--- config.mk ---
export PLATFORM = sky130hd
export DESIGN_NAME = ssso_top
export DESIGN_NICKNAME = d
export VERILOG_FILES = /design/src/rtl/ssso_pkg.sv /design/src/rtl/ssso_tick_div.sv /design/src/rtl/ssso_top.sv
export VERILOG_INCLUDE_DIRS = /design/src /design/src/rtl
export SDC_FILE = /design/constraint.sdc
export NUM_CORES = 1
export LEC_CHECK = 0
export BUFFER_PORTS_ARGS = -buffer_cell sky130_fd_sc_hd__buf_2
export CORE_ASPECT_RATIO = 0.6
export CORE_MARGIN = 4
export CORE_UTILIZATION = 49
export DETAILED_ROUTE_END_ITERATION = 7
export PLACE_DENSITY = 0.77
export SLEW_MARGIN = 30
export SYNTH_ARGS = -nofsm -noshare
export SYNTH_HDL_FRONTEND = slang
export SYNTH_HIERARCHICAL = 1
export SYNTH_SLANG_ARGS = --single-unit
--- constraint.sdc ---
create_clock -name pclk -period 2 [get_ports pclk]
set_input_delay 0.2 -clock pclk [delete_from_list [all_inputs] [get_ports pclk]]
set_output_delay 0.2 -clock pclk [all_outputs]
set_load 0.01 [all_outputs]
--- src/rtl/ssso_cfg.svh ---
`ifndef SSSO_CFG_SVH
`define SSSO_CFG_SVH

// Register indices; byte address is four times the index
`define SSSO_IDX_CFG_A      8'h19
`define SSSO_IDX_CFG_B      8'h1b
`define SSSO_IDX_CTRL       8'h1c
`define SSSO_IDX_STAT       8'h1d

// Field positions
`define SSSO_BIT_SLOT_MARK  15
`define SSSO_BIT_ZERO_SAMP  2
`define SSSO_BIT_ADDR_SAMP  0
`define SSSO_BIT_IDLE_SYNC  8
`define SSSO_LSB_FUNCTION_PULSE_ADJUST     24
`define SSSO_LSB_PROTOCOL   0
`define SSSO_LSB_SENSOR_ID  4
`define SSSO_LSB_TICK_DIV   8

// Reset values
`define SSSO_RST_CFG_A      32'h0000_0000
`define SSSO_RST_CFG_B      32'h0000_0000
`define SSSO_RST_TICK_DIV   8'h4b

// Protocol code and timing counts, in SENT ticks
`define SSSO_MODE_LONG      3'h7
`define SSSO_FP_MIN_BASE    5'h09
`define SSSO_IDLE_TICKS     10'd510
`define SSSO_SM_UNIT_TICKS  8'h04

`endif

--- src/rtl/ssso_pkg.sv ---
package ssso_pkg;

  // Configuration fields gathered from the registers
  typedef struct packed {
    logic       slot_marking_enable;
    logic       zero_slot_sampling;
    logic       addressed_sampling;
    logic       idle_resync;
    logic [1:0] function_pulse_adjust;
    logic [2:0] output_protocol_select;
    logic [1:0] sensor_id;
    logic [7:0] tick_div;
  } ssso_cfg_type;

  // One-cycle events handed to the rest of the transmitter
  typedef struct packed {
    logic sample_hold;
    logic slot_resync;
    logic func_pulse_ok;
  } ssso_evt_type;

  typedef enum logic [1:0] {
    SSSO_MARK_IDLE = 2'b01,
    SSSO_MARK_HIGH = 2'b10
  } ssso_mark_state_type;

endpackage

--- src/rtl/ssso_tick_div.sv ---
`timescale 1ns/1ps
module ssso_tick_div (
  input  wire logic       pclk,    // System clock
  input  wire logic       presetn, // Async reset, active low
  input  wire logic [7:0] div,     // Clock cycles per SENT tick
  output logic            tick     // One-cycle tick enable
);

  logic [7:0] cnt_q;
  logic [7:0] cnt_d;
  logic       wrap;
  logic       tick_q;

  // A divider of zero behaves as one so the tick never stops
  assign wrap  = (cnt_q == 8'h00);
  assign cnt_d = wrap ? ((div == 8'h00) ? 8'h00 : div - 8'h01)
                      : cnt_q - 8'h01;
  assign tick  = tick_q;

  // Down counter, tick on reload
  always_ff @(posedge pclk or negedge presetn) begin
    if (!presetn) begin
      cnt_q  <= 8'h00;
      tick_q <= 1'b0;
    end else begin
      cnt_q  <= cnt_d;
      tick_q <= wrap;
    end
  end

endmodule // ssso_tick_div

--- src/rtl/ssso_top.sv ---
// Functional notes
// - With slot marking enabled the bus is held high after each addressing pulse that arrives outside a mark, for a time set by sensor ID, otherwise never.
// - With zero-slot sampling enabled a sample-and-hold fires whenever the slot counter returns to zero, otherwise slot zero does nothing.
// - The function pulse adjust field counts only in the long shared-bus Output_protocol_select, protocol code 7.
// - The minimum accepted function output pulse is 9 ticks plus the 2-bit adjust code, so 9 to 12 ticks.
// - With idle resync enabled a line idle for more than 510 ticks resets the slot counter, otherwise idle does nothing.
// - With addressed sampling a sample request fires sample-and-hold only when it addresses this sensor, else every request is broadcast.
`timescale 1ns/1ps
`include "ssso_cfg.svh"
module ssso_top #(
  parameter logic [7:0] SM_UNIT_TICKS = `SSSO_SM_UNIT_TICKS // Mark unit
) (
  input  wire logic                  pclk,          // 25 MHz clock
  input  wire logic                  presetn,       // Async reset, low
  input  wire logic                  psel,          // APB select
  input  wire logic                  penable,       // APB enable
  input  wire logic                  pwrite,        // APB direction
  input  wire logic [11:0]           paddr,         // APB byte address
  input  wire logic [31:0]           pwdata,        // APB write data
  output logic      [31:0]           prdata,        // APB read data
  output logic                       pready,        // APB ready
  output logic                       pslverr,       // APB error
  input  wire logic                  sent_line_in,  // SENT bus level pin
  input  wire logic                  addr_pulse,    // Addressing pulse
  input  wire logic                  sample_req,    // Sample request
  input  wire logic                  sample_match,  // Request is ours
  input  wire logic                  slot_zero_evt, // Slot counter hit 0
  output logic                       bus_high,      // Hold bus high
  output logic      [4:0]            fp_min,        // Min pulse, ticks
  output ssso_pkg::ssso_evt_type     evt            // Event pulses
);

  // Registers
  ssso_pkg::ssso_cfg_type        cfg_q;
  ssso_pkg::ssso_cfg_type        cfg_d;
  ssso_pkg::ssso_mark_state_type mark_q;
  ssso_pkg::ssso_mark_state_type mark_d;
  ssso_pkg::ssso_evt_type        evt_q;
  ssso_pkg::ssso_evt_type        evt_d;
  logic [31:0] prdata_q;
  logic [31:0] prdata_d;
  logic        pready_q;
  logic        pslverr_q;
  logic        line_s1_q;
  logic        line_s2_q;
  logic        line_d3_q;
  logic [4:0]  low_cnt_q;
  logic [4:0]  low_cnt_d;
  logic [9:0]  idle_cnt_q;
  logic [9:0]  idle_cnt_d;
  logic [7:0]  mark_cnt_q;
  logic [7:0]  mark_cnt_d;
  logic        bus_high_q;
  logic [4:0]  fp_min_q;

  // Decode and helper wires
  logic        tick;
  logic        setup;
  logic        wr_en;
  logic [7:0]  idx;
  logic        hit_a;
  logic        hit_b;
  logic        hit_c;
  logic        hit_s;
  logic        mapped;
  logic [31:0] rd_a;
  logic [31:0] rd_b;
  logic [31:0] rd_c;
  logic [31:0] rd_s;
  logic        rise;
  logic        fall;
  logic [4:0]  fp_min_d;
  logic        idle_over;
  logic        mark_start;
  logic        mark_end;

  // Minimum function pulse width for a mode and adjust code
  function automatic logic [4:0] min_width(input logic [2:0] mode,
                                           input logic [1:0] adj);
    logic [4:0] add;
    add = (mode == `SSSO_MODE_LONG) ? {3'h0, adj} : 5'h00;
    min_width = `SSSO_FP_MIN_BASE + add;
  endfunction

  // Length of the slot mark: one unit per ID step, ID 0 gives one unit
  function automatic logic [7:0] mark_len(input logic [1:0] id,
                                          input logic [7:0] unit);
    logic [15:0] prod;
    prod = ({6'h00, id} + 8'h01) * unit;
    mark_len = prod[7:0];
  endfunction

  ssso_tick_div u_tick (
    .pclk    (pclk),
    .presetn (presetn),
    .div     (cfg_q.tick_div),
    .tick    (tick)
  );

  // APB decode; read data is captured in the setup cycle so that the
  // access phase completes with no wait state
  assign idx    = paddr[9:2];
  assign hit_a  = (idx == `SSSO_IDX_CFG_A) && (paddr[11:10] == 2'h0);
  assign hit_b  = (idx == `SSSO_IDX_CFG_B) && (paddr[11:10] == 2'h0);
  assign hit_c  = (idx == `SSSO_IDX_CTRL)  && (paddr[11:10] == 2'h0);
  assign hit_s  = (idx == `SSSO_IDX_STAT)  && (paddr[11:10] == 2'h0);
  assign mapped = hit_a | hit_b | hit_c | hit_s;
  assign setup  = psel & ~penable;
  assign wr_en  = psel & penable & pready_q & pwrite & ~pslverr_q;

  // Read images; unused bits read as zero
  assign rd_a = (32'h1 << `SSSO_BIT_SLOT_MARK) &
                  {32{cfg_q.slot_marking_enable}}
              | (32'h1 << `SSSO_BIT_ZERO_SAMP) &
                  {32{cfg_q.zero_slot_sampling}}
              | (32'h1 << `SSSO_BIT_ADDR_SAMP) &
                  {32{cfg_q.addressed_sampling}};
  assign rd_b = ({30'h0, cfg_q.function_pulse_adjust}
                  << `SSSO_LSB_FUNCTION_PULSE_ADJUST)
              | (32'h1 << `SSSO_BIT_IDLE_SYNC) & {32{cfg_q.idle_resync}};
  assign rd_c = ({29'h0, cfg_q.output_protocol_select}
                  << `SSSO_LSB_PROTOCOL)
              | ({30'h0, cfg_q.sensor_id} << `SSSO_LSB_SENSOR_ID)
              | ({24'h0, cfg_q.tick_div} << `SSSO_LSB_TICK_DIV);
  assign rd_s = {6'h00, fp_min_q, mark_cnt_q, 1'b0, idle_cnt_q,
                 line_s2_q, bus_high_q};
  assign prdata_d = hit_a ? rd_a : hit_b ? rd_b :
                    hit_c ? rd_c : hit_s ? rd_s : 32'h0000_0000;

  // Register writes; the status word is read only
  always_comb begin
    cfg_d = cfg_q;
    if (wr_en && hit_a) begin
      cfg_d.slot_marking_enable = pwdata[`SSSO_BIT_SLOT_MARK];
      cfg_d.zero_slot_sampling  = pwdata[`SSSO_BIT_ZERO_SAMP];
      cfg_d.addressed_sampling  = pwdata[`SSSO_BIT_ADDR_SAMP];
    end
    if (wr_en && hit_b) begin
      cfg_d.function_pulse_adjust = pwdata[`SSSO_LSB_FUNCTION_PULSE_ADJUST +: 2];
      cfg_d.idle_resync           = pwdata[`SSSO_BIT_IDLE_SYNC];
    end
    if (wr_en && hit_c) begin
      cfg_d.output_protocol_select = pwdata[`SSSO_LSB_PROTOCOL +: 3];
      cfg_d.sensor_id              = pwdata[`SSSO_LSB_SENSOR_ID +: 2];
      cfg_d.tick_div               = pwdata[`SSSO_LSB_TICK_DIV +: 8];
    end
  end

  // APB handshake and configuration storage
  always_ff @(posedge pclk or negedge presetn) begin
    if (!presetn) begin
      cfg_q     <= '{tick_div: `SSSO_RST_TICK_DIV, default: '0};
      prdata_q  <= 32'h0000_0000;
      pready_q  <= 1'b0;
      pslverr_q <= 1'b0;
    end else begin
      cfg_q     <= cfg_d;
      pready_q  <= setup;
      pslverr_q <= setup & ~mapped;
      if (setup) begin
        prdata_q <= prdata_d;
      end
    end
  end

  // Line edges come from the synchronised copy only
  assign rise = line_s2_q & ~line_d3_q;
  assign fall = ~line_s2_q & line_d3_q;

  // Low-pulse width in ticks, saturating so long pulses stay valid
  assign low_cnt_d = fall ? 5'h00 :
                     (tick && !line_s2_q && low_cnt_q != 5'h1f) ?
                     low_cnt_q + 5'h01 : low_cnt_q;
  assign fp_min_d  = min_width(cfg_q.output_protocol_select,
                               cfg_q.function_pulse_adjust);

  // Idle time in ticks; stops at 511 so the resync fires only once
  assign idle_over  = tick && line_s2_q &&
                      (idle_cnt_q == `SSSO_IDLE_TICKS);
  assign idle_cnt_d = !line_s2_q ? 10'd0 :
                      (tick && idle_cnt_q != 10'h3ff &&
                       idle_cnt_q <= `SSSO_IDLE_TICKS) ?
                      idle_cnt_q + 10'd1 : idle_cnt_q;

  // Event pulses towards the slot counter and the angle hold
  assign evt_d.sample_hold = (cfg_q.zero_slot_sampling & slot_zero_evt)
                           | (sample_req & (~cfg_q.addressed_sampling
                                            | sample_match));
  assign evt_d.slot_resync   = idle_over & cfg_q.idle_resync;
  assign evt_d.func_pulse_ok = rise && (low_cnt_q >= fp_min_q);

  // Line sampling and the timing counters
  always_ff @(posedge pclk or negedge presetn) begin
    if (!presetn) begin
      line_s1_q  <= 1'b1;
      line_s2_q  <= 1'b1;
      line_d3_q  <= 1'b1;
      low_cnt_q  <= 5'h00;
      idle_cnt_q <= 10'd0;
      fp_min_q   <= `SSSO_FP_MIN_BASE;
      evt_q      <= '0;
    end else begin
      line_s1_q  <= sent_line_in;
      line_s2_q  <= line_s1_q;
      line_d3_q  <= line_s2_q;
      low_cnt_q  <= low_cnt_d;
      idle_cnt_q <= idle_cnt_d;
      fp_min_q   <= fp_min_d;
      evt_q      <= evt_d;
    end
  end

  // Slot mark: a new addressing pulse during a mark is ignored so the
  // mark length cannot be stretched by bus noise
  assign mark_start = addr_pulse & cfg_q.slot_marking_enable;
  assign mark_end   = tick && (mark_cnt_q <= 8'h01);

  always_comb begin
    mark_d     = mark_q;
    mark_cnt_d = mark_cnt_q;
    unique case (mark_q)
      ssso_pkg::SSSO_MARK_IDLE: begin
        if (mark_start) begin
          mark_d     = ssso_pkg::SSSO_MARK_HIGH;
          mark_cnt_d = mark_len(cfg_q.sensor_id, SM_UNIT_TICKS);
        end
      end
      ssso_pkg::SSSO_MARK_HIGH: begin
        if (mark_end) begin
          mark_d     = ssso_pkg::SSSO_MARK_IDLE;
          mark_cnt_d = 8'h00;
        end else if (tick) begin
          mark_cnt_d = mark_cnt_q - 8'h01;
        end
      end
      default: begin
        mark_d     = ssso_pkg::SSSO_MARK_IDLE;
        mark_cnt_d = 8'h00;
      end
    endcase
  end

  // Mark state and the registered bus-high request
  always_ff @(posedge pclk or negedge presetn) begin
    if (!presetn) begin
      mark_q     <= ssso_pkg::SSSO_MARK_IDLE;
      mark_cnt_q <= 8'h00;
      bus_high_q <= 1'b0;
    end else begin
      mark_q     <= mark_d;
      mark_cnt_q <= mark_cnt_d;
      bus_high_q <= (mark_d == ssso_pkg::SSSO_MARK_HIGH);
    end
  end

  // Outputs straight from flip-flops
  assign prdata   = prdata_q;
  assign pready   = pready_q;
  assign pslverr  = pslverr_q;
  assign bus_high = bus_high_q;
  assign fp_min   = fp_min_q;
  assign evt      = evt_q;

endmodule // ssso_top

# == After elaboration in Yosys (flattened, before gate mapping) ==
# Cells that the tools add are included.
# classes
addsub,7
multipliers,0
n_div,0
magnitude_cmp,3
eq_ne,14
shift,0
muxes,18
n_bitwise,28
reduce_logical,21
# op_table
cell,n
26-bit two-way mux,4
8-bit two-way mux,5
"8-bit by 5-bit equality test with 1-bit output, second input constant",4
26-bit by 9-bit bitwise OR with 26-bit output,1
"8-bit by 1-bit subtractor with 8-bit output, second input constant",3
10-bit two-way mux,2
8-bit logical NOT,2
16-bit by 1-bit bitwise OR with 16-bit output,1
16-bit by 3-bit bitwise OR with 16-bit output,1
6-bit by 16-bit bitwise OR with 16-bit output,1
8-bit one-hot mux with 2 select lines,1
1-bit logical AND,15
1-bit bitwise AND,12
"10-bit by 1-bit adder with 10-bit output, second input constant",1
"10-bit by 9-bit equality test with 1-bit output, second input constant",1
"10-bit by 9-bit less-or-equal comparator with 1-bit output, second input constant",1
5-bit two-way mux,2
"10-bit != test, second input constant",1
"8-bit by 1-bit less-or-equal comparator with 1-bit output, second input constant",1
2-bit two-way mux,3
1-bit inverter,6
3-bit by 6-bit bitwise OR with 6-bit output,1
"4-bit by 2-bit adder with 5-bit output, first input constant",1
"5-bit by 1-bit adder with 5-bit output, second input constant",1
other kinds (15),20
# totals
reg_bits,99
latch_bits,0
mem_bits_rw,0
romBits,0
inputBits,54
out_inout_bits,43
n_memories,0

# == Depth between registers and ports, before layout ==
# depth
depth_word,7
ltp_mapped,8
mapped_depth_nobuf,7

# == Modules after synthesis ==
# Netlist, hierarchy kept.
# modules_own_cells
module,instances,cells_per_inst,area_per_inst_um2,seq_area_each_um2
ssso_top,1,357,3967.6,2063.2
ssso_tick_div,1,61,596.8,225.2

# == Worst setup path before layout ==
# OpenSTA, ideal clock, no wires.
# synth_path
path_kind,flip-flop to flip-flop
startpoint,reg mark_q[0]
endpoint,reg mark_cnt_q[0]
setup_time_ns,0.084
t_arrival_ns,1.787
required_ns,1.916
setup_slack_ns,0.130
stages_incl_launch_ff,7
period_less_slack_ns,1.870
cell_sequence,dfstp_2 inv_1 ha_1 nor2b_1 o41ai_4 or3_2 o21ai_0
# synth_via
elab_chain_len,3
word_cells_on_any_way,6
# synth_rtl
item,line,text
start: declaration,ssso_top.sv:36,ssso_pkg::ssso_mark_state_type mark_q;
start signal: assignment,ssso_top.sv:246,mark_q <= ssso_pkg::SSSO_MARK_IDLE;
start signal: assignment,ssso_top.sv:250,mark_q <= mark_d;
2-bit equality test or 2-bit by 1-bit equality test with 1-bit output (tied branches),ssso_top.sv:221,unique case (mark_q)
3-bit by 2-bit != test with 1-bit output (no line) or 2-bit != test (tied branches),--,
2-bit AND reduction (no line),--,
end signal: assignment,ssso_top.sv:251,mark_cnt_q <= mark_cnt_d;
end: declaration,ssso_top.sv:51,logic [7:0] mark_cnt_q;
# Several ways; a longest one is shown, not always the timed one.
# A chain may end at the register's enable or synchronous reset.

# == Final worst setup path ==
# layout_path
startpoint,reg mark_cnt_q[2]
endpoint,reg mark_cnt_q[3]
# layout_via
elab_chain_len,4
word_cells_on_any_way,8
# layout_rtl
item,line
8-bit by 1-bit subtractor with 8-bit output or 8-bit by 1-bit less-or-equal comparator with 1-bit output (tied branches),"ssso_top.sv:233, ssso_top.sv:216"
8-bit two-way mux or 1-bit logical AND (tied branches),"ssso_top.sv:232, ssso_top.sv:216"
8-bit two-way mux or 3-bit by 2-bit != test with 1-bit output (tied branches),--
8-bit one-hot mux with 2 select lines or 2-bit AND reduction (tied branches),--
# Several ways; a longest one is shown, not always the timed one. The select of a mux whose other input is x is not followed.

==> impl_metrics.ini <==
[worst_setup_path]
worst_ep_arrival_time_ns = 2.10
critical_path.endpoint_type = register
cp.required_ns = 2.23
max_stage_delay_ns = 0.58
worstSetupPathType = reg -> reg
crit_slowest_cell = or4_4
crit_fanout = 8
cp-start-kind = register
crit_chain = or4_4 -> o41ai_4 -> o21ai_1 -> a22o_1

[clock_network]
cts_buffers = 9
post_cts_buffers = 0
h-tree-depth = 3
cts_root_buffer = clkbuf_16
numClockSinks = 91
path_clk_slew_ns = 0.06
cts_buffer_depth = 2
insertion_delay_ns = 0.35
cts_tree = done

[sta]
worst_slack_ns = 0.134
max_freq_ghz = 0.536
rsz0062_at_grt = false
period_share_pct = 93.3
setup_tns_ns = 0
final-hold-violation-count = 0
skew_ns = 0.00766
period_needed_ns = 1.87
final_max_slew_viol_count = 0
tightest_slew_ns = 0.603
slew_headroom_pct = 59.4
setup-violations-final = 0

[global_route]
grt_overflow = 0
antenna_found_initial = 0
grt_pass1_vias = 3566
grt_max_degree = 38
grt_use_total_pct = 21.2
grt_first_pass_wirelength_um = 18200

[detailed_routing]
vias_per_cell = 5.76
drt_iter0_markers = 320
num_vias = 3575
drt_wl_total_um = 10900
drc = 0
postRouteAntennaNets = 0
routedWlPerCell_um = 17.5
dr.pass1.iters = 4

[logic_synthesis]
async_flop_share_pct = 100
netlist_instances = 418
synth_edf_count = 0
synth_top_flop_cell = dfrtp_1
yosysSeqAreaShare_pct = 50.1
syn_area_um2 = 4560
synth_cell_types = 63
yosysWarnings = 6
ys_ff_latch = 91
syn_area_per_cell_um2 = 10.9

[power_and_ir_drop]
leakagePower_nw = 2.66
p_sw_share_pct = 27.3
power_frac_seq_pct = 47.4
switchingPower_w = 0.00123
p_int_w = 0.00328
powerDensity_nw_per_um2 = 834
ir_worst_vdd_mv = 0.435
pwr-share-clk_pct = 36.7
p_comb_share_pct = 15.9

[placed_design]
dp_slack_ns = 0.0935
place_area_um2 = 5100
routabilityCongestion = 0.887
io_buffer_count = 69
dp_hpwl_um = 8120

[run_status]
status = complete, no violations

[floorplanning]
dieArea_um2 = 11000
initial_core_util_pct = 52.0
rows = 26
ios = 97
design.core.area_um2 = 8780
die_w_um = 133
die_h_um = 82.8

[cells_and_area]
nNetsFinal = 575
drive_gt1_share_pct = 27.7
syn_to_final_growth_pct = 18.3
n_antenna_cell = 0
postLayoutCellArea_um2 = 5400

[run]
maxCapViolCount = 0

[min_path]
hp-class = in -> reg
stage by stage:
stage	hold WS [ns]	std cells	utilization [%]	power, W
finish	0.0472	621	61.5	0.00451
global route	0.0609	621	61.5	0.00472
CTS	0.0418	621	61.5	0.00452
detailed placement	0.190	603	58.0	0.00287
global placement	0.187	603	58.0	0.00285
floorplan	-0.0956	424	-	0.00260
cell usage in the layout (no fill, tap or decap), types with 6 or more instances in the layout:
cell | synthesis | routed
dfrtp_1 | 82 | 82
buf_2 | 2 | 68
nand2_1 | 32 | 32
o21ai_0 | 29 | 29
inv_1 | 20 | 20
mux2_2 | 19 | 19
nor2_1 | 18 | 18
ha_1 | 17 | 17
buf_4 | 8 | 17
mux2i_1 | 15 | 15
a22o_1 | 14 | 14
nand3_1 | 11 | 11
nor3_1 | 11 | 11
nand2b_1 | 10 | 10
dfstp_2 | 9 | 9
clkbuf_16 | 0 | 9
a31oi_1 | 8 | 8
conb_1 | 2 | 8
xnor2_1 | 7 | 7
nor2b_1 | 7 | 6
xor2_1 | 6 | 6
synthesized netlist by cell type (6+ instances only):
master    number  share of area, %
a22o_1        14               2.7
a31oi_1        8               1.1
buf_4          8               1.3
dfrtp_1       82                45
dfstp_2        9               5.2
ha_1          17               4.7
inv_1         20               1.6
mux2_2        19               4.7
mux2i_1       15               3.3
nand2_1       32               2.6
nand2b_1      10               1.4
nand3_1       11               1.2
nor2_1        18               1.5
nor2b_1        7              0.96
nor3_1        11               1.2
o21ai_0       29               3.2
xnor2_1        7               1.3
xor2_1         6               1.2
path summary, 6_finish.rpt:
kind / slack (ns) / cells past startpoint / to / startpoint
max reg2reg: 0.13 / 4 / mark_cnt_q[3]$_DFFE_PN0P_ / mark_cnt_q[2]$_DFFE_PN0P_
max: 0.13 / 4 / mark_cnt_q[3]$_DFFE_PN0P_ / mark_cnt_q[2]$_DFFE_PN0P_
max in group asynchronous: 0.92 / 3 / line_s1_q$_DFF_PN1_ / presetn
min in group asynchronous: 0.36 / 2 / u_tick/cnt_q[5]$_DFF_PN0_ / presetn
min reg2reg: 0.36 / 0 / line_s2_q$_DFF_PN1_ / line_s1_q$_DFF_PN1_
min: 0.05 / 3 / evt[2]$_DFF_PN0_ / slot_zero_evt
power by group through the flow:
stage | clock, W | sequential, W | combinational (W)
floorplan | 0 | 0.00214 | 0.000460
global placement | 0 | 0.00216 | 0.000685
detailed placement | 0 | 0.00217 | 0.000703
CTS | 0.00168 | 0.00213 | 0.000710
global route | 0.00176 | 0.00216 | 0.000804
finish | 0.00165 | 0.00214 | 0.000716
timing repair:
action                                 in CTS  in global routing
hold buffers                                2                  0
setup endpoints to repair                   0                  3
endpoints found under the hold margin      34                  0
resized for setup                           0                  1
logic make-up after synthesis:
family,after synthesis,synth area share (%)
and+or+nand+nor,130,16.5
AOI/OAI and AO/OA,91,13.7
DFF,91,50.1
buffers and inverters,40,4.33
muxes,34,7.98
adders and majority gates,17,4.66
xor gates and xnor gates,13,2.49
other,2,0.165
worst max-delay path: cells and delay by family, from the launching register on:
kind            cells  cell delay [ns]
compound gates      3             0.77
flops               1             0.40
simple gates        1             0.58
layer usage:
metal	vias up	global-route usage, %	wire length, um
met3	12	4.66	637
met2	97	34.1	5090
met5	-	0	0
met1	1791	29.5	5040
li1	1675	-	-
met4	0	6.22	118
state kept, by name, summed over array words and instances (netlist names), 2 cells and up:
| name | flops |
|---|---|
| low_cnt_q | 5 |
| fp_min | 3 |
| u_tick/cnt_q | 8 |
| mark_cnt_q | 8 |
| idle_cnt_q | 10 |
| cfg_q | 19 |
| mark_q | 2 |
| prdata | 26 |
| evt | 3 |
cell type report:
type                            instances  area (um2)
Clock buffer                           13         240
Clock inverter                          3        42.5
Fill cell                             693        3380
Inverter                               21        78.8
Multi-Input combinational cell        293        2100
Sequential cell                        91        2290
Tap cell                              112         140
Timing Repair Buffer                   88         508
No activity file was read; power rests on OpenSTA's default activity.
